`config.mk`:
```
export PLATFORM = sky130hd
export DESIGN_NAME = dram_wb_controller_flat
export DESIGN_NICKNAME = d
export VERILOG_FILES = /design/src/dram_wb_pkg.sv /design/src/dram_link_if.sv /design/src/req_fifo.sv /design/src/dram_wb_controller.sv /design/src/flat_wrapper.sv
export SDC_FILE = /design/constraint.sdc
export NUM_CORES = 1
export LEC_CHECK = 0
export BUFFER_PORTS_ARGS = -buffer_cell sky130_fd_sc_hd__buf_4
export CORE_ASPECT_RATIO = 1.25
export CORE_MARGIN = 5
export CORE_UTILIZATION = 35
export DETAILED_ROUTE_END_ITERATION = 10
export HOLD_SLACK_MARGIN = 0.06
export PLACE_DENSITY = 0.63
export SLEW_MARGIN = 10
export SYNTH_ARGS = -nofsm -noshare
export SYNTH_HDL_FRONTEND = slang
export SYNTH_SLANG_ARGS = --single-unit
```
`constraint.sdc`:
```
create_clock -name sys_clk_in -period 6.49 [get_ports sys_clk_in]
set_input_delay 1.947 -clock sys_clk_in [delete_from_list [all_inputs] [get_ports sys_clk_in]]
set_output_delay 1.947 -clock sys_clk_in [all_outputs]
set_load 0.01 [all_outputs]
```
`src/dram_wb_pkg.sv`:
```
package dram_wb_pkg;

  // ----------------------------------------------------------------
  // Field widths
  // ----------------------------------------------------------------
  localparam int DEV_W = 5;   // Device address
  localparam int BANK_W = 4;  // Bank address
  localparam int COL_W = 6;   // Column address
  localparam int ROW_W = 9;   // Row address
  localparam int DATA_W = 128; // One dualoct
  localparam int MASK_W = 16; // One bit per data byte
  localparam int NUM_BANKS = 16;

  // ----------------------------------------------------------------
  // Timing counts in packet times (one packet time = one clock)
  // ----------------------------------------------------------------
  localparam int RETIRE_DELAY = 2;      // Store to retire slot
  localparam int WRITE_DATA_DELAY = 1;  // Store to data dualoct
  localparam int AUTOCLOSE_OFFSET = 1;  // Retire to implied close
  localparam int ROW_ACTIVE_MIN = 5;    // Open to close
  localparam int RETIRE_TO_CLOSE = 1;   // Retire to close
  localparam int CLOSE_TO_OPEN = 2;     // Close to open
  localparam int ROW_TO_COLUMN = 3;     // Open to first retire
  localparam int CNT_W = 4;             // Interval counter width
  localparam int FIFO_DEPTH = 4;        // Request FIFO depth

  // ----------------------------------------------------------------
  // Column command encodings
  // ----------------------------------------------------------------
  typedef enum logic [2:0] {
    COL_NONE = 3'h0,
    COL_STORE = 3'h1,
    COL_STORE_AUTOCLOSE = 3'h2,
    COL_FETCH = 3'h3,
    COL_NOOP = 3'h4
  } col_op_t;

  // Row command encodings
  typedef enum logic [1:0] {
    ROW_NONE = 2'h0,
    ROW_OPEN = 2'h1,
    ROW_CLOSE = 2'h2
  } row_op_t;

  // Host request kinds
  typedef enum logic [1:0] {
    REQ_STORE = 2'h0,
    REQ_FETCH = 2'h1,
    REQ_STORE_CLOSE = 2'h2
  } req_kind_t;

  // Host request word
  typedef struct packed {
    req_kind_t kind;
    logic [DEV_W-1:0] dev;
    logic [BANK_W-1:0] bank;
    logic [ROW_W-1:0] row;
    logic [COL_W-1:0] col;
    logic [MASK_W-1:0] mask;
    logic mask_en;
    logic [DATA_W-1:0] data;
  } req_t;

  localparam int REQ_W = $bits(req_t);

endpackage

```
`src/dram_link_if.sv`:
```
`timescale 1ns/1ps
// Row, column, mask and data buses between controller and device
interface dram_link_if;
  // Row bus: one row packet per clock
  logic row_valid;
  dram_wb_pkg::row_op_t row_op;
  logic [dram_wb_pkg::DEV_W-1:0] row_dev;
  logic [dram_wb_pkg::BANK_W-1:0] row_bank;
  logic [dram_wb_pkg::ROW_W-1:0] row_addr;
  // Column bus: framed column command packet
  logic col_frame;
  dram_wb_pkg::col_op_t col_op;
  logic [dram_wb_pkg::DEV_W-1:0] col_dev;
  logic [dram_wb_pkg::BANK_W-1:0] col_bank;
  logic [dram_wb_pkg::COL_W-1:0] col_addr;
  // Column mask packet
  logic mask_valid;
  logic [dram_wb_pkg::MASK_W-1:0] byte_mask;
  // Write data dualoct and read data return
  logic wdata_valid;
  logic [dram_wb_pkg::DATA_W-1:0] wdata;
  logic rdata_valid;
  logic [dram_wb_pkg::DATA_W-1:0] rdata;

  modport controller (
    output row_valid, row_op, row_dev, row_bank, row_addr,
    output col_frame, col_op, col_dev, col_bank, col_addr,
    output mask_valid, byte_mask, wdata_valid, wdata,
    input rdata_valid, rdata
  );
  modport device (
    input row_valid, row_op, row_dev, row_bank, row_addr,
    input col_frame, col_op, col_dev, col_bank, col_addr,
    input mask_valid, byte_mask, wdata_valid, wdata,
    output rdata_valid, rdata
  );
endinterface

```
`src/req_fifo.sv`:
```
`timescale 1ns/1ps
// Small flip-flop FIFO with valid/ready on both sides
module req_fifo #(
  parameter int WIDTH = 8,
  parameter int DEPTH = 4
) (
  // Clock and reset
  input wire logic sys_clk_in,
  input wire logic reset_n_in,
  // Fill side
  input wire logic in_valid_in,
  output logic in_ready_out,
  input wire logic [WIDTH-1:0] in_data_in,
  // Drain side
  output logic out_valid_out,
  input wire logic out_ready_in,
  output logic [WIDTH-1:0] out_data_out
);
  localparam int AW = (DEPTH > 1) ? $clog2(DEPTH) : 1;

  // Refuse depths the pointer logic cannot wrap
  if (DEPTH < 2 || (DEPTH & (DEPTH - 1)) != 0) begin : g_chk
    $error("req_fifo DEPTH must be a power of two >= 2");
  end

  typedef struct packed {
    logic [DEPTH-1:0][WIDTH-1:0] mem;
    logic [AW:0] wr_ptr;
    logic [AW:0] rd_ptr;
  } fifo_state_t;

  fifo_state_t state_reg; // Registered state
  fifo_state_t state_next; // Next state
  logic full;
  logic empty;

  assign empty = state_reg.wr_ptr == state_reg.rd_ptr;
  assign full = (state_reg.wr_ptr[AW] != state_reg.rd_ptr[AW]) &&
                (state_reg.wr_ptr[AW-1:0] == state_reg.rd_ptr[AW-1:0]);
  assign in_ready_out = !full;
  assign out_valid_out = !empty;
  assign out_data_out = state_reg.mem[state_reg.rd_ptr[AW-1:0]];

  // Push and pop
  always_comb begin
    state_next = state_reg;
    if (in_valid_in && !full) begin
      state_next.mem[state_reg.wr_ptr[AW-1:0]] = in_data_in;
      state_next.wr_ptr = state_reg.wr_ptr + 1'b1;
    end
    if (out_ready_in && !empty) begin
      state_next.rd_ptr = state_reg.rd_ptr + 1'b1;
    end
  end

  // State register
  always_ff @(posedge sys_clk_in or negedge reset_n_in) begin
    if (!reset_n_in) begin
      state_reg <= '0;
    end else begin
      state_reg <= state_next;
    end
  end
endmodule

```
`src/dram_wb_controller.sv`:
```
`timescale 1ns/1ps
// What this block does
// - Time packets from each packet's end
// - Row-to-column delay met at first retire
// - Store carries bank/column; open carries row
// - Data dualoct one write-data delay later
// - Same-bank column packets one interval apart
// - Mask packet aligns with retiring column packet
// - No mask means all bytes written
// - Delayed retire delays its mask too; here the mask always goes RETIRE_DELAY after the store
// - Close no earlier than row-active minimum
// - Close after retire-to-close interval
// - Reopen after row cycle and close-to-open
// - Same bank transactions do not overlap
// - Store loads buffer, not sense amp
// - Retire one retire delay after store
// - Skipped retire waits for non-own-fetch packet
// - Fetch before retire old, after new
// - Own fetch in slot postpones retire
// - Other fetch, store or no-op retires
// - Store, store, fetch needs no-op gap
// - Retire writes row open at retire
// - Never close with unretired buffer
// - Store retires other devices' old buffers
// - Autoclose store closes after offset
module dram_wb_controller (
  // Clock and reset
  input wire logic sys_clk_in,
  input wire logic reset_n_in,
  // User request side
  input wire logic req_valid_in,
  output logic req_ready_out,
  input wire dram_wb_pkg::req_t req_in,
  // Read answer
  output logic resp_valid_out,
  output logic [dram_wb_pkg::DATA_W-1:0] resp_data_out,
  // Link
  dram_link_if.controller link
);
  // ----------------------------------------------------------------
  // Sequencer states
  // ----------------------------------------------------------------
  typedef enum logic [2:0] {
    S_IDLE = 3'b000,
    S_OPEN = 3'b001,
    S_COL = 3'b011,
    S_NOOP = 3'b010,
    S_FLUSH = 3'b110,
    S_CLOSE = 3'b111,
    S_PRE = 3'b101
  } seq_t;

  typedef struct packed {
    seq_t st;
    logic [dram_wb_pkg::CNT_W-1:0] cnt;     // Interval counter
    logic [dram_wb_pkg::CNT_W-1:0] act_cnt; // Since row open
    dram_wb_pkg::req_t cur;                 // Request in flight
    logic [dram_wb_pkg::DATA_W-1:0] wd;     // Data queued for bus
    logic [dram_wb_pkg::WRITE_DATA_DELAY:0] wd_pipe;
    logic [dram_wb_pkg::RETIRE_DELAY:0] mask_pipe;
    logic [dram_wb_pkg::MASK_W-1:0] msk0;
    logic [dram_wb_pkg::MASK_W-1:0] msk1;
    logic resp_v;
    logic [dram_wb_pkg::DATA_W-1:0] resp_d;
  } ctl_state_t;

  ctl_state_t state_reg; // Registered state
  ctl_state_t state_next; // Next state
  logic fifo_valid;
  logic fifo_pop;
  dram_wb_pkg::req_t fifo_req;
  logic [dram_wb_pkg::REQ_W-1:0] fifo_raw;

  // ----------------------------------------------------------------
  // Request buffering
  // ----------------------------------------------------------------
  // Back-pressure reaches the user through req_ready_out
  req_fifo #(
    .WIDTH(dram_wb_pkg::REQ_W),
    .DEPTH(dram_wb_pkg::FIFO_DEPTH)
  ) u_fifo (
    .sys_clk_in(sys_clk_in),
    .reset_n_in(reset_n_in),
    .in_valid_in(req_valid_in),
    .in_ready_out(req_ready_out),
    .in_data_in(req_in),
    .out_valid_out(fifo_valid),
    .out_ready_in(fifo_pop),
    .out_data_out(fifo_raw)
  );
  assign fifo_req = dram_wb_pkg::req_t'(fifo_raw);
  assign fifo_pop = (state_reg.st == S_IDLE) && fifo_valid;

  // Link outputs from registered sequencer pipes; answer outputs from registered read data
  assign resp_valid_out = state_reg.resp_v;
  assign resp_data_out = state_reg.resp_d;
  assign link.wdata_valid = state_reg.wd_pipe[dram_wb_pkg::WRITE_DATA_DELAY-1];
  assign link.wdata = state_reg.wd;
  assign link.mask_valid = state_reg.mask_pipe[dram_wb_pkg::RETIRE_DELAY-1];
  assign link.byte_mask = state_reg.msk1;

  // ----------------------------------------------------------------
  // Sequencer: open, column, flush slots, close, precharge wait
  // ----------------------------------------------------------------
  // One request is a whole transaction, so same-bank work never
  // overlaps; the close waits for the retire to finish.
  always_comb begin
    state_next = state_reg;
    state_next.resp_v = link.rdata_valid;
    if (link.rdata_valid) begin
      state_next.resp_d = link.rdata;
    end
    state_next.wd_pipe = {state_reg.wd_pipe[dram_wb_pkg::WRITE_DATA_DELAY-1:0],
                          1'b0};
    state_next.mask_pipe = {state_reg.mask_pipe[dram_wb_pkg::RETIRE_DELAY-1:0],
                            1'b0};
    state_next.msk1 = state_reg.msk0;
    if (state_reg.act_cnt != '1) begin
      state_next.act_cnt = state_reg.act_cnt + 1'b1;
    end
    if (state_reg.cnt != '0) begin
      state_next.cnt = state_reg.cnt - 1'b1;
    end
    link.row_valid = 1'b0;
    link.row_op = dram_wb_pkg::ROW_NONE;
    link.row_dev = state_reg.cur.dev;
    link.row_bank = state_reg.cur.bank;
    link.row_addr = state_reg.cur.row;
    link.col_frame = 1'b0;
    link.col_op = dram_wb_pkg::COL_NONE;
    link.col_dev = state_reg.cur.dev;
    link.col_bank = state_reg.cur.bank;
    link.col_addr = state_reg.cur.col;
    case (state_reg.st)
      S_IDLE: begin
        if (fifo_valid) begin
          state_next.cur = fifo_req;
          state_next.st = S_OPEN;
        end
      end
      S_OPEN: begin
        // Open carries device, bank and row
        link.row_valid = 1'b1;
        link.row_op = dram_wb_pkg::ROW_OPEN;
        state_next.act_cnt = '0;
        // Column packet placed so first retire meets open delay
        state_next.cnt = dram_wb_pkg::CNT_W'(dram_wb_pkg::ROW_TO_COLUMN -
                                             dram_wb_pkg::RETIRE_DELAY);
        state_next.st = S_COL;
      end
      S_COL: begin
        if (state_reg.cnt == '0) begin
          link.col_frame = 1'b1;
          state_next.st = S_NOOP;
          if (state_reg.cur.kind == dram_wb_pkg::REQ_FETCH) begin
            link.col_op = dram_wb_pkg::COL_FETCH;
          end else begin
            // Store: data one write-data delay later
            link.col_op = (state_reg.cur.kind ==
                           dram_wb_pkg::REQ_STORE_CLOSE) ?
                          dram_wb_pkg::COL_STORE_AUTOCLOSE :
                          dram_wb_pkg::COL_STORE;
            state_next.wd = state_reg.cur.data;
            state_next.wd_pipe[0] = 1'b1;
            // Mask rides with the retiring packet
            state_next.mask_pipe[0] = state_reg.cur.mask_en;
            state_next.msk0 = state_reg.cur.mask;
          end
          state_next.cnt = dram_wb_pkg::CNT_W'(dram_wb_pkg::RETIRE_DELAY - 1);
        end
      end
      S_NOOP: begin
        // Column no-ops fill slots so the retire happens on time and
        // a later fetch cannot overwrite the buffer
        link.col_frame = 1'b1;
        link.col_op = dram_wb_pkg::COL_NOOP;
        if (state_reg.cnt == '0) begin
          state_next.cnt = dram_wb_pkg::CNT_W'(dram_wb_pkg::RETIRE_TO_CLOSE);
          state_next.st = (state_reg.cur.kind ==
                           dram_wb_pkg::REQ_STORE_CLOSE) ? S_PRE : S_FLUSH;
          if (state_reg.cur.kind == dram_wb_pkg::REQ_STORE_CLOSE) begin
            state_next.cnt = dram_wb_pkg::CNT_W'(
              dram_wb_pkg::AUTOCLOSE_OFFSET + dram_wb_pkg::CLOSE_TO_OPEN);
          end
        end
      end
      S_FLUSH: begin
        // Buffer retired in the last no-op slot; close only after retire-to-close,
        // so no bank is closed with a pending buffer
        if (state_reg.cnt == '0) begin
          state_next.st = S_CLOSE;
        end
      end
      S_CLOSE: begin
        // Wait out the row-active minimum
        if (state_reg.act_cnt >=
            dram_wb_pkg::CNT_W'(dram_wb_pkg::ROW_ACTIVE_MIN)) begin
          link.row_valid = 1'b1;
          link.row_op = dram_wb_pkg::ROW_CLOSE;
          state_next.cnt = dram_wb_pkg::CNT_W'(dram_wb_pkg::CLOSE_TO_OPEN);
          state_next.st = S_PRE;
        end
      end
      S_PRE: begin
        // Close-to-open and row cycle before next open
        if (state_reg.cnt == '0 && state_reg.act_cnt >=
            dram_wb_pkg::CNT_W'(dram_wb_pkg::ROW_ACTIVE_MIN +
                                dram_wb_pkg::CLOSE_TO_OPEN)) begin
          state_next.st = S_IDLE;
        end
      end
      default: begin
        state_next.st = S_IDLE;
      end
    endcase
  end

  // State register; all bus timing counts from packet end
  always_ff @(posedge sys_clk_in or negedge reset_n_in) begin
    if (!reset_n_in) begin
      state_reg <= '0;
    end else begin
      state_reg <= state_next;
    end
  end
endmodule

```
`src/flat_wrapper.sv`:
```
// flat-port wrapper written by rule: the top's interface ports become plain ports
module dram_wb_controller_flat 
  (sys_clk_in, reset_n_in, req_valid_in, req_ready_out, req_in, resp_valid_out, resp_data_out, link_row_valid, link_row_op, link_row_dev, link_row_bank, link_row_addr, link_col_frame, link_col_op, link_col_dev, link_col_bank, link_col_addr, link_mask_valid, link_byte_mask, link_wdata_valid, link_wdata, link_rdata_valid, link_rdata);
  dram_link_if link_i ();
  input wire logic sys_clk_in;
  input wire logic reset_n_in;
  input wire logic req_valid_in;
  output logic req_ready_out;
  input wire dram_wb_pkg::req_t req_in;
  output logic resp_valid_out;
  output logic [dram_wb_pkg::DATA_W-1:0] resp_data_out;
  output wire logic [$bits(link_i.row_valid)-1:0] link_row_valid;
  output wire logic [$bits(link_i.row_op)-1:0] link_row_op;
  output wire logic [$bits(link_i.row_dev)-1:0] link_row_dev;
  output wire logic [$bits(link_i.row_bank)-1:0] link_row_bank;
  output wire logic [$bits(link_i.row_addr)-1:0] link_row_addr;
  output wire logic [$bits(link_i.col_frame)-1:0] link_col_frame;
  output wire logic [$bits(link_i.col_op)-1:0] link_col_op;
  output wire logic [$bits(link_i.col_dev)-1:0] link_col_dev;
  output wire logic [$bits(link_i.col_bank)-1:0] link_col_bank;
  output wire logic [$bits(link_i.col_addr)-1:0] link_col_addr;
  output wire logic [$bits(link_i.mask_valid)-1:0] link_mask_valid;
  output wire logic [$bits(link_i.byte_mask)-1:0] link_byte_mask;
  output wire logic [$bits(link_i.wdata_valid)-1:0] link_wdata_valid;
  output wire logic [$bits(link_i.wdata)-1:0] link_wdata;
  input wire logic [$bits(link_i.rdata_valid)-1:0] link_rdata_valid;
  input wire logic [$bits(link_i.rdata)-1:0] link_rdata;
  assign link_row_valid = link_i.row_valid;
  assign link_row_op = link_i.row_op;
  assign link_row_dev = link_i.row_dev;
  assign link_row_bank = link_i.row_bank;
  assign link_row_addr = link_i.row_addr;
  assign link_col_frame = link_i.col_frame;
  assign link_col_op = link_i.col_op;
  assign link_col_dev = link_i.col_dev;
  assign link_col_bank = link_i.col_bank;
  assign link_col_addr = link_i.col_addr;
  assign link_mask_valid = link_i.mask_valid;
  assign link_byte_mask = link_i.byte_mask;
  assign link_wdata_valid = link_i.wdata_valid;
  assign link_wdata = link_i.wdata;
  assign link_i.rdata_valid = link_rdata_valid;
  assign link_i.rdata = link_rdata;
  dram_wb_controller u_core (.sys_clk_in(sys_clk_in), .reset_n_in(reset_n_in), .req_valid_in(req_valid_in), .req_ready_out(req_ready_out), .req_in(req_in), .resp_valid_out(resp_valid_out), .resp_data_out(resp_data_out), .link(link_i));
endmodule
```
Word-level counts from Yosys, hierarchy flattened
Cells that the tools add are included.
{"block": "word_totals", "regBits": 1164, "input_bits": 303, "out_inout_bits": 316, "word_cells": 102}
{"block": "classes", "addsub": 4, "order_cmp": 5, "eq_ne": 18, "mux": 34, "n_bitwise": 2, "reduce_logical": 15}
{"op": "$bwmux 684", "n": 1}
{"op": "$bmux 171 s2", "n": 1}
{"op": "$demux 171 s2", "n": 1}
{"op": "$mux 171", "n": 2}
{"op": "$mux 17", "n": 3}
{"op": "$mux 7", "n": 3}
{"op": "$pmux 3 s7", "n": 1}
{"op": "$pmux 4 s4", "n": 1}
{"op": "$mux 3", "n": 5}
{"op": "$mux 4", "n": 3}
{"op": "$ne 2x1->1 const B", "n": 5}
{"op": "$eq 3x3->1 const B", "n": 3}
{"op": "$ge 4x3->1 const B", "n": 2}
{"op": "$mux 2", "n": 4}
{"op": "$add 3x1->3 const B", "n": 2}
{"op": "$eq 3x2->1 const B", "n": 2}
{"op": "$logic_and 1x1->1", "n": 6}
{"op": "$lt 2x3->1 const B", "n": 2}
{"op": "$pmux 3 s2", "n": 1}
{"op": "$reduce_and 6->1", "n": 1}
{"op": "$mux 1", "n": 5}
{"op": "$add 4x1->4 const B", "n": 1}
{"op": "$logic_not 4->1", "n": 1}
{"op": "$ne 4x4->1 const B", "n": 1}
{"op": "other kinds (18)", "n": 21}

Longest topological paths before layout
Gate-level depths: netlist of the first run.
{"block": "logic_depth", "depth_word": 5, "mapped_depth": 8}

By module
Synthesis of the first run repeated with hierarchy kept, for this count alone.
{"block": "hier_totals", "hier_cells": 3057, "hier_area_um2": 50246.9}
{"module": "req_fifo", "n_inst": 1, "cells_per_inst": 1696, "area_per_inst_um2": 30133.9, "seq_area_each_um2": 17266.6}
{"module": "dram_wb_controller", "n_inst": 1, "cells_per_inst": 1361, "area_per_inst_um2": 20113.0, "seq_area_each_um2": 11861.4}

Worst setup path after synthesis of the first run
OpenSTA, ideal clock, no wires.
{"block": "synth_timing", "path_type": "register to output", "from": "register u_core.state_reg[469] (netlist bit)", "to": "output port link_col_op[0]", "arrival_time_ps": 1335, "required_time_ps": 4543, "setup_slack_ps": 3208, "path_stages_with_launch": 6, "path_cell_list": "dfrtp_1 inv_1 ha_1 nor3b_2 nand4b_1 nor2_1"}
{"block": "synth_between", "elab_chain_len": 3}
{"element": "from (decl)", "line": "dram_wb_controller.sv:67", "rtl": "ctl_state_t state_reg;"}
{"element": "from (signal assigned)", "line": "dram_wb_controller.sv:223", "rtl": "state_reg <= state_next;"}
{"element": "$logic_not 4->1", "line": "dram_wb_controller.sv:152", "rtl": "if (state_reg.cnt == '0) begin"}
{"element": "$mux 3", "line": "dram_wb_controller.sv:152"}
{"element": "$pmux 3 s2", "line": "dram_wb_controller.sv:134", "rtl": "case (state_reg.st)"}
{"element": "to (decl)", "line": "flat_wrapper.sv:18", "rtl": "output wire logic [$bits(link_i.col_op)-1:0] link_col_op;"}
No other way between the ends.

Final worst setup path of the first run
Same ends and word-level chain as after synthesis.

==> impl_metrics.ini, run 1 <==
[outcome]
outcome = completed

[cells_and_area]
final_cell_mix = 1162 x dfrtp_1, 1090 x mux2_2, 640 x buf_4
design_area_sq_um = 58100
drive_above_1_share = 0.614
syn_to_final_growth_pct = 17.5
largest_register_ff_count = 690
nets = 3671
final_common_cell = dfrtp_1
final-instance-count-excl-fill = 5335
final_util = 0.413
fill_cells = 12900
multi_input_area_sq_um = 17300
seq_area_sq_um = 29100

[timing]
timing.slew.headroom = 0.298
tightest_slew_ns = 1.05
slew_violations = 0
fmax_mhz = 227
tns_ns = 0
period_needed_ns = 4.40
finalSetupViolCount = 0
hold_viol = 0
rsz0062_at_grt = false
fin_ws_ns = 2.09
skew_ns = 0.0563
period_share = 0.678

[clock_network]
postCtsSetupBuffers = 0
cts.sinks = 1164
cts_resized = 0
cts_buffer_depth = 3
cts.hold.buffers_added = 0
cts_root_buffer = clkbuf_16
clk_latency_ns = 0.75
cts.clk_slew.worst_paths_ns = 0.06
numCtsBuffers = 115
cts_tree = built
htree_levels = 3

[setup_path]
r2r_cells = 6
worstPathArrival_ns = 2.46
r2r_start = u_core.u_fifo.state_reg[0]$_DFFE_PN0P_
worst_setup_path_start_kind = flip-flop
cp_max_fo = 8
end_kind = primary output
worstSetupPathType = flip-flop to primary output
crit_path_max_incr_delay_ns = 0.43
required_ns = 4.54
critPathLaunch = u_core.state_reg[469]$_DFF_PN0_
crit_chain = inv_1 > ha_1 > nor3b_2 > nand4b_1 > nor2_1 > buf_4
slowest_stage = nor3b_2

[routing]
drtIter0Drc = 1126
met2_length_mm = 57.1
post_drt_wl_per_cell_microns = 21.5
wl_met1_mm = 47.5
route.met3.wl_mm = 7.48
drt_pass1_iterations = 4
drc = 0
drtAntennaViolNets = 0
drt-total-wl_mm = 115
drt-vias-per-instance = 4.85
vias = 25900
top_layer = met5

[synthesis]
seq_area_frac_synth = 0.589
netlist_area_sq_um = 49400
synth_nets = 3362
synth-edff-count = 0
ys_ff_latch = 1164
async_flop_share = 1.00
synth.distinct_cells = 41
ys.flop_type = dfrtp_1
yosysWarnings = 0
avgSynthCellArea_sq_um = 16.2
postSynthCellCount = 3047

[worst_hold_path]
min_from = u_core.state_next[162]$_DFF_PN0_
hold_path.class = flip-flop to flip-flop
min_path_cells = 0

[global_route]
grt_remaining_overflow = 0
grt_pass1_wl_mm = 178
antenna_found_initial = 25
grt.total_usage = 0.153
grt_start_max_net_pins = 123
grt_pass1_vias = 28400

[run]
cap_violations = 0

[floorplan]
die_h_microns = 430
core.rowCount = 154
boundaryPins = 619
dieArea_sq_um = 149000
die_w_microns = 346
start_util = 0.351
core_area_sq_um = 141000

[placed_design]
place.gp.congestion = 0.799
dp_cells = 5111
post_dp_cell_area_sq_um = 54000
place_ws_ns = 2.16
dpl.hpwl_mm = 73.0
portBuffers = 618

[power_and_ir_drop]
leakage_nw = 25.5
peakVddDrop_uv = 479
power.density_nw_per_um2 = 509
-- area by class of cell --
class                           count  area share
Tap cell                         1872      0.0403
Clock inverter                     39      0.0101
Clock buffer                      178      0.0602
Sequential cell                  1164       0.502
Antenna cell                        7    0.000302
Multi-Input combinational cell   1403       0.297
Timing Repair Buffer              659      0.0892
Inverter                           13    0.000840
-- report_power, final --
group          internal, mW  leakage [nW]  switching (mW)
sequential             10.6          14.0            1.77
combinational          6.20          9.56            3.97
clock                  4.12          2.00            2.90
-- synth_stat cells, types with 2 or more instances --
master	instances	area [sq um]
a21oi_1	6	30.0
buf_1	17	63.8
buf_2	107	536
buf_4	305	2290
clkbuf_1	38	143
dfrtp_1	1164	29100
ha_1	12	150
inv_1	13	48.8
mux2_1	36	405
mux2_2	1090	12300
mux4_2	171	3850
nand2_1	15	56.3
nand2b_1	2	12.5
nand3_1	2	10.0
nor2_1	20	75.1
nor3_1	4	20.0
o211ai_1	2	15.0
o21ai_0	11	55.1
o31a_1	2	17.5
xnor2_1	6	52.6
xor2_1	4	35.0
-- through the flow --
stage	total power, mW	hold WS, ns
after floorplan	20.2	0.331
after global placement	22.6	0.340
after detailed placement	22.9	0.342
after CTS	30.1	0.357
after global routing	31.4	0.363
final	29.6	0.353
-- critical path, delay by kind of cell, from the launching register on --
kind / cells / cell delay [ns]
buf+inv: 2 / 0.20
fa+ha+maj: 1 / 0.16
simple gates: 3 / 0.98
flops: 1 / 0.40
-- worst paths after layout --
kind | slack [ns] | to
max in group asynchronous | 3.87 | u_core.u_fifo.state_reg[641]$_DFFE_PN0P_
setup reg to reg | 2.98 | u_core.u_fifo.state_reg[558]$_DFFE_PN0P_
setup / recovery | 2.09 | link_col_op[0]
min in group asynchronous | 1.24 | u_core.resp_valid_out$_DFF_PN0_
hold / removal | 0.35 | u_core.link.mask_valid$_DFF_PN0_
hold reg to reg | 0.35 | u_core.link.mask_valid$_DFF_PN0_
-- layer usage --
metal | vias up | track usage
li1 | 11300 | -
met5 | - | 0
met1 | 13700 | 0.194
met2 | 644 | 0.261
met4 | 30 | 0.0423
met3 | 147 | 0.0423
-- logic make-up after synthesis --
group,share of synthesized area
DFF,0.589
adders and majority gates,0.00304
muxes,0.335
and+or+nand+nor,0.00489
buffers and inverters,0.0623
xor gates and xnor gates,0.00177
AOI/OAI and AO/OA,0.00413
No activity file was read; power rests on OpenSTA's default activity.
==> run 2, diff against run 1 <==
--- a/config.mk
+++ b/config.mk
@@ -11,7 +11,7 @@
 export CORE_UTILIZATION = 35
 export DETAILED_ROUTE_END_ITERATION = 10
 export HOLD_SLACK_MARGIN = 0.06
-export PLACE_DENSITY = 0.63
+export PLACE_DENSITY = 0.65
 export SLEW_MARGIN = 10
 export SYNTH_ARGS = -nofsm -noshare
 export SYNTH_HDL_FRONTEND = slang
==> constraint.sdc (replaced) <==
create_clock -name sys_clk_in -period 3.8 [get_ports sys_clk_in]
set_input_delay 1.14 -clock sys_clk_in [delete_from_list [all_inputs] [get_ports sys_clk_in]]
set_output_delay 1.14 -clock sys_clk_in [all_outputs]
set_load 0.01 [all_outputs]
==> run 2 against run 1 <==
- sequential share of layout area fell by 0.27 points
- critical path depth did not move
- clock-buffer cell count fell by 18
- via count rose by 0.67%
- utilization rose by 0.22 points
- total power rose by 71%
- hold slack got worse by 0.0020 ns
- sequential cell count did not move
==> impl_metrics.ini, run 2 (synthesis gave the netlist of run 1 again) <==
[worst_hold_path]
min_from = u_core.state_next[162]$_DFF_PN0_
holdPathEnd = u_core.link.mask_valid$_DFF_PN0_
hold_path.class = flip-flop to flip-flop
min_path_cells = 0

[setup_path]
required_ns = 2.66
r2r_cells = 7
worstSetupPathType = flip-flop to primary output
worstPathArrival_ns = 2.32
end_kind = primary output
worst_setup_path_start_kind = flip-flop
cp_max_fo = 8
r2r_start = u_core.u_fifo.state_reg[1]$_DFFE_PN0P_
rrSetupSlack_ns = 0.94
r2r-end = u_core.u_fifo.state_reg[243]$_DFFE_PN0P_

[routing]
drtAntennaViolNets = 0
post_drt_wl_per_cell_microns = 21.6
drt_pass1_iterations = 4
vias = 26000
drt-total-wl_mm = 116
drt-vias-per-instance = 4.85
drtIter0Drc = 978
drc = 0

[timing]
tightest_slew_ns = 0.987
skew_ns = 0.0419
slew_violations = 0
hold_viol = 0
period_needed_ns = 3.46
period_share = 0.911
finalSetupViolCount = 0
fmax_mhz = 289
tns_ns = 0
timing.slew.headroom = 0.342
rsz0062_at_grt = false

[floorplan]
boundaryPins = 619
core.rowCount = 154
dieArea_sq_um = 149000
core_area_sq_um = 141000
die_w_microns = 346
start_util = 0.351
die_h_microns = 430

[power_and_ir_drop]
power.density_nw_per_um2 = 866
peakVddDrop_uv = 517
leakage_nw = 25.7
finalPower_mw = 50.6

[cells_and_area]
syn_to_final_growth_pct = 18.1
nets = 3708
largest_register_ff_count = 690
drive_above_1_share = 0.620
final_cell_mix = 1162 x dfrtp_1, 1090 x mux2_2, 659 x buf_4
final_common_cell = dfrtp_1
fill_cells = 12700

[clock_network]
cts.clk_slew.worst_paths_ns = 0.06
cts.sinks = 1164
cts_buffer_depth = 3
cts_root_buffer = clkbuf_16
cts_tree = built
numCtsBuffers = 113
cts.hold.buffers_added = 0
htree_levels = 3
clk_latency_ns = 0.75

[global_route]
grt_pass1_wl_mm = 182
grt_start_max_net_pins = 116
antenna_found_initial = 16
grt_pass1_vias = 28500
grt_remaining_overflow = 0
grt.total_usage = 0.156

[placed_design]
place.gp.congestion = 0.830
dpl.hpwl_mm = 77.9
portBuffers = 618

[outcome]
outcome = completed

[run]
cap_violations = 0
run 2: cell types whose count changed in the layout (fill, tap and decap cells not counted), moves of 2 or more:
| cell | change |
|---|---|
| clkinv_4 | +2 |
| clkbuf_16 | -3 |
| inv_16 | +2 |
| buf_4 | +19 |
| clkinv_2 | +10 |
| clkbuf_1 | -10 |
| buf_12 | +20 |
| clkinv_16 | -2 |
| bufinv_16 | -3 |
| clkbuf_8 | -5 |
run 2: worst max-delay path: stages, from the launching register on:
cell      delay, ns
dfrtp_1        0.40
inv_1          0.07
ha_1           0.18
nor3b_4        0.36
nand4b_1       0.29
nor2_1         0.17
buf_4          0.14
run 2: metal layers:
layer	GRT usage	vias up	routed length [microns]
li1	-	11400	-
met1	0.196	13800	48100
met2	0.266	633	57900
met3	0.0421	160	7260
met4	0.0437	20	2640
met5	0	-	122
run 2: area by class of cell:
class | count | area, sq um | share of cell area
Clock inverter | 48 | 533 | 0.00913
Timing Repair Buffer | 698 | 5720 | 0.0980
Sequential cell | 1164 | 29100 | 0.499
Tap cell | 1872 | 2340 | 0.0401
Multi-Input combinational cell | 1403 | 17300 | 0.296
Inverter | 13 | 48.8 | 0.000836
Antenna cell | 6 | 15.0 | 0.000257
Clock buffer | 160 | 3310 | 0.0568
run 2: per-stage QoR:
stage / hold slack [ns] / cells / utilization / setup WS (ns) / instance area [sq um]
after floorplan: 0.331 / 3047 / - / 1.32 / 49400
after global placement: 0.341 / 5150 / 0.388 / 0.687 / 54500
after detailed placement: 0.340 / 5150 / 0.388 / 0.648 / 54500
after CTS: 0.328 / 5358 / 0.415 / 0.122 / 58400
after global routing: 0.381 / 5360 / 0.415 / 0.0620 / 58400
final: 0.351 / 5364 / 0.415 / 0.339 / 58400
run 2: how the worst max path moves through the flow:
stage,startpoint,end,slack (ns),cells past startpoint
final,u_core.state_reg[469]$_DFF_PN0_,link_col_op[1],0.34,6
after global routing,u_core.state_reg[469]$_DFF_PN0_,link_col_op[1],0.06,6
after CTS,u_core.state_reg[469]$_DFF_PN0_,link_col_op[1],0.12,6
after detailed placement,req_valid_in,u_core.u_fifo.state_reg[243]$_DFFE_PN0P_,0.65,6
after global placement,req_valid_in,u_core.u_fifo.state_reg[241]$_DFFE_PN0P_,0.69,6
after floorplan,u_core.state_reg[469]$_DFF_PN0_,link_col_op[0],1.32,5
run 2: what timing repair did:
item | 4_1_cts | 5_1_grt
buffers inserted | 0 | 0
gates resized for setup | 0 | 1
setup endpoints to repair | 0 | 3
run 2: power breakdown:
| group | internal (mW) | switching, mW |
|---|---|---|
| Combinational | 10.8 | 7.03 |
| Sequential | 18.1 | 3.04 |
| Clock | 6.58 | 4.94 |
==> run 3, diff against run 2 <==
--- a/config.mk
+++ b/config.mk
@@ -5,13 +5,14 @@
 export SDC_FILE = /design/constraint.sdc
 export NUM_CORES = 1
 export LEC_CHECK = 0
+export ABC_CLOCK_PERIOD_IN_PS = 3800
 export BUFFER_PORTS_ARGS = -buffer_cell sky130_fd_sc_hd__buf_4
 export CORE_ASPECT_RATIO = 1.25
 export CORE_MARGIN = 5
-export CORE_UTILIZATION = 35
+export CORE_UTILIZATION = 53
 export DETAILED_ROUTE_END_ITERATION = 10
 export HOLD_SLACK_MARGIN = 0.06
-export PLACE_DENSITY = 0.65
+export PLACE_DENSITY = 0.87
 export SLEW_MARGIN = 10
 export SYNTH_ARGS = -nofsm -noshare
 export SYNTH_HDL_FRONTEND = slang
==> run 3 against run 2 <==
- utilization up 20 points
- clock-buffer cell count down 3
- hold slack better by 0.014 ns
- largest power group unchanged
- largest cell class unchanged
- wire length down 4.5%
==> impl_metrics.ini, run 3 (synthesis gave the netlist of run 1 again) <==
[outcome]
outcome = completed

[setup_path]
crit_top_cell = buf_4
worstPathArrival_ns = 2.47
worst-path-stages = 7
r2r-end = u_core.u_fifo.state_reg[388]$_DFFE_PN0P_
r2r_cells = 6
cp_num_buf_inv = 3
crit_path_max_incr_delay_ns = 0.40
worst_setup_path_start_kind = flip-flop
crit_chain = inv_1 > ha_1 > nor3b_2 > buf_4 > nand4b_1 > nor2_1 > buf_4
slowest_stage = dfrtp_1
rrSetupSlack_ns = 0.81
r2r_start = u_core.u_fifo.state_reg[0]$_DFFE_PN0P_
crit_family = simple AND/OR/NAND/NOR gates
cp_max_fo = 8
end_kind = primary output
worstSetupPathType = flip-flop to primary output
required_ns = 2.66

[floorplan]
start_util = 0.533
boundaryPins = 619
core.rowCount = 125
core_area_sq_um = 92700
die_h_microns = 351
die_w_microns = 283
dieArea_sq_um = 99500

[clock_network]
clk_latency_ns = 0.69
cts_tree = built
htree_levels = 3
cts.clk_slew.worst_paths_ns = 0.06
postCtsSetupBuffers = 0
cts_buffer_depth = 3
cts_root_buffer = clkbuf_16
cts_resized = 0
cts.hold.buffers_added = 0
numCtsBuffers = 108
cts.sinks = 1164

[routing]
post_drt_wl_per_cell_microns = 23.7
drt-total-wl_mm = 111
drt-vias-per-instance = 5.61
drtIter0Drc = 1176
drt_pass1_iterations = 5
vias = 26200
drtAntennaViolNets = 0
drc = 0

[timing]
timing.slew.headroom = 0.301
whs_ns = 0.365
tightest_slew_ns = 1.05
slew_violations = 0
fmax_mhz = 277
tns_ns = 0
hold_viol = 0
period_needed_ns = 3.61
rsz0062_at_grt = false
skew_ns = 0.0506
finalSetupViolCount = 0
period_share = 0.951

[placed_design]
portBuffers = 618
place.gp.congestion = 0.848
dpl.hpwl_mm = 72.5

[global_route]
grt_pass1_vias = 28700
grt.total_usage = 0.222
grt_start_max_net_pins = 114
grt_remaining_overflow = 0
antenna_found_initial = 17
grt_pass1_wl_mm = 173

[power_and_ir_drop]
power.density_nw_per_um2 = 869
finalPower_mw = 49.5
peakVddDrop_uv = 630
leakage_nw = 25.4

[run]
cap_violations = 0

[worst_hold_path]
holdPathEnd = u_core.link.mask_valid$_DFF_PN0_
hold_path.class = flip-flop to flip-flop
min_path_cells = 0
min_from = u_core.state_next[162]$_DFF_PN0_

[cells_and_area]
nets = 3689
drive_above_1_share = 0.614
largest_register_ff_count = 690
syn_to_final_growth_pct = 15.3
final_common_cell = dfrtp_1
fill_cells = 6428
final_cell_mix = 1162 x dfrtp_1, 1090 x mux2_2, 656 x buf_4
-- run 3: cell types whose count changed in the layout (fill, tap and decap cells not counted), moves of 3 or more --
cell,change
buf_12,-11
bufinv_16,-4
clkbuf_1,+9
clkbuf_8,-7
clkinv_2,-10
buf_4,-3
diode_2,+8
clkbuf_16,-5
-- run 3: area by class of cell --
cell class | instances | area [sq um] | share of cell area
timing repair buffer | 684 | 5480 | 0.0962
antenna | 14 | 35.0 | 0.000615
sequential | 1164 | 29100 | 0.511
multi-input combinational | 1403 | 17300 | 0.303
tap | 1206 | 1510 | 0.0265
inverter | 13 | 48.8 | 0.000856
clock buffer | 157 | 3130 | 0.0549
clock inverter | 32 | 377 | 0.00661
-- run 3: where the power goes --
| group | internal (mW) | switching, mW | leakage, nW |
|---|---|---|---|
| clock network | 5.93 | 4.65 | 1.72 |
| registers | 18.1 | 3.15 | 14.0 |
| logic | 10.7 | 6.97 | 9.72 |
| total | 34.8 | 14.8 | 25.4 |
-- run 3: worst reg2reg max path, delay by kind of cell, from the launching register on --
family	cells	cell delay [ns]
buf+inv	1	0.40
mux	1	0.45
simple gates	2	0.57
xor+xnor	1	0.27
compound gates	1	0.59
flops	1	0.63
-- run 3: worst max-delay path by stage --
stage	start	endpoint	slack, ns
6_report	u_core.state_reg[469]$_DFF_PN0_	link_col_op[1]	0.19
5_1_grt	u_core.state_reg[470]$_DFF_PN0_	link_col_op[1]	0.02
4_1_cts	u_core.state_reg[470]$_DFF_PN0_	link_col_op[1]	0.14
3_5_place_dp	req_valid_in	u_core.u_fifo.state_reg[355]$_DFFE_PN0P_	0.62
3_3_place_gp	req_valid_in	u_core.u_fifo.state_reg[403]$_DFFE_PN0P_	0.67
2_1_floorplan	u_core.state_reg[469]$_DFF_PN0_	link_col_op[0]	1.32
-- run 3: layer usage --
layer | part of all wire | up-vias | GRT usage
met1 | 0.38 | 13900 | 0.270
li1 | - | 11300 | -
met4 | 0.042 | 8 | 0.0959
met3 | 0.064 | 202 | 0.0565
met2 | 0.51 | 746 | 0.379
met5 | 0.00059 | - | 0
-- run 3: per-stage QoR --
step | utilization | worst slack, ns | area [sq um] | std cells
after floorplan | - | 1.32 | 49400 | 3047
after global routing | 0.614 | 0.0186 | 57000 | 4670
after CTS | 0.614 | 0.144 | 57000 | 4659
after global placement | 0.576 | 0.672 | 53400 | 4470
after detailed placement | 0.576 | 0.621 | 53400 | 4470
final | 0.614 | 0.186 | 57000 | 4673
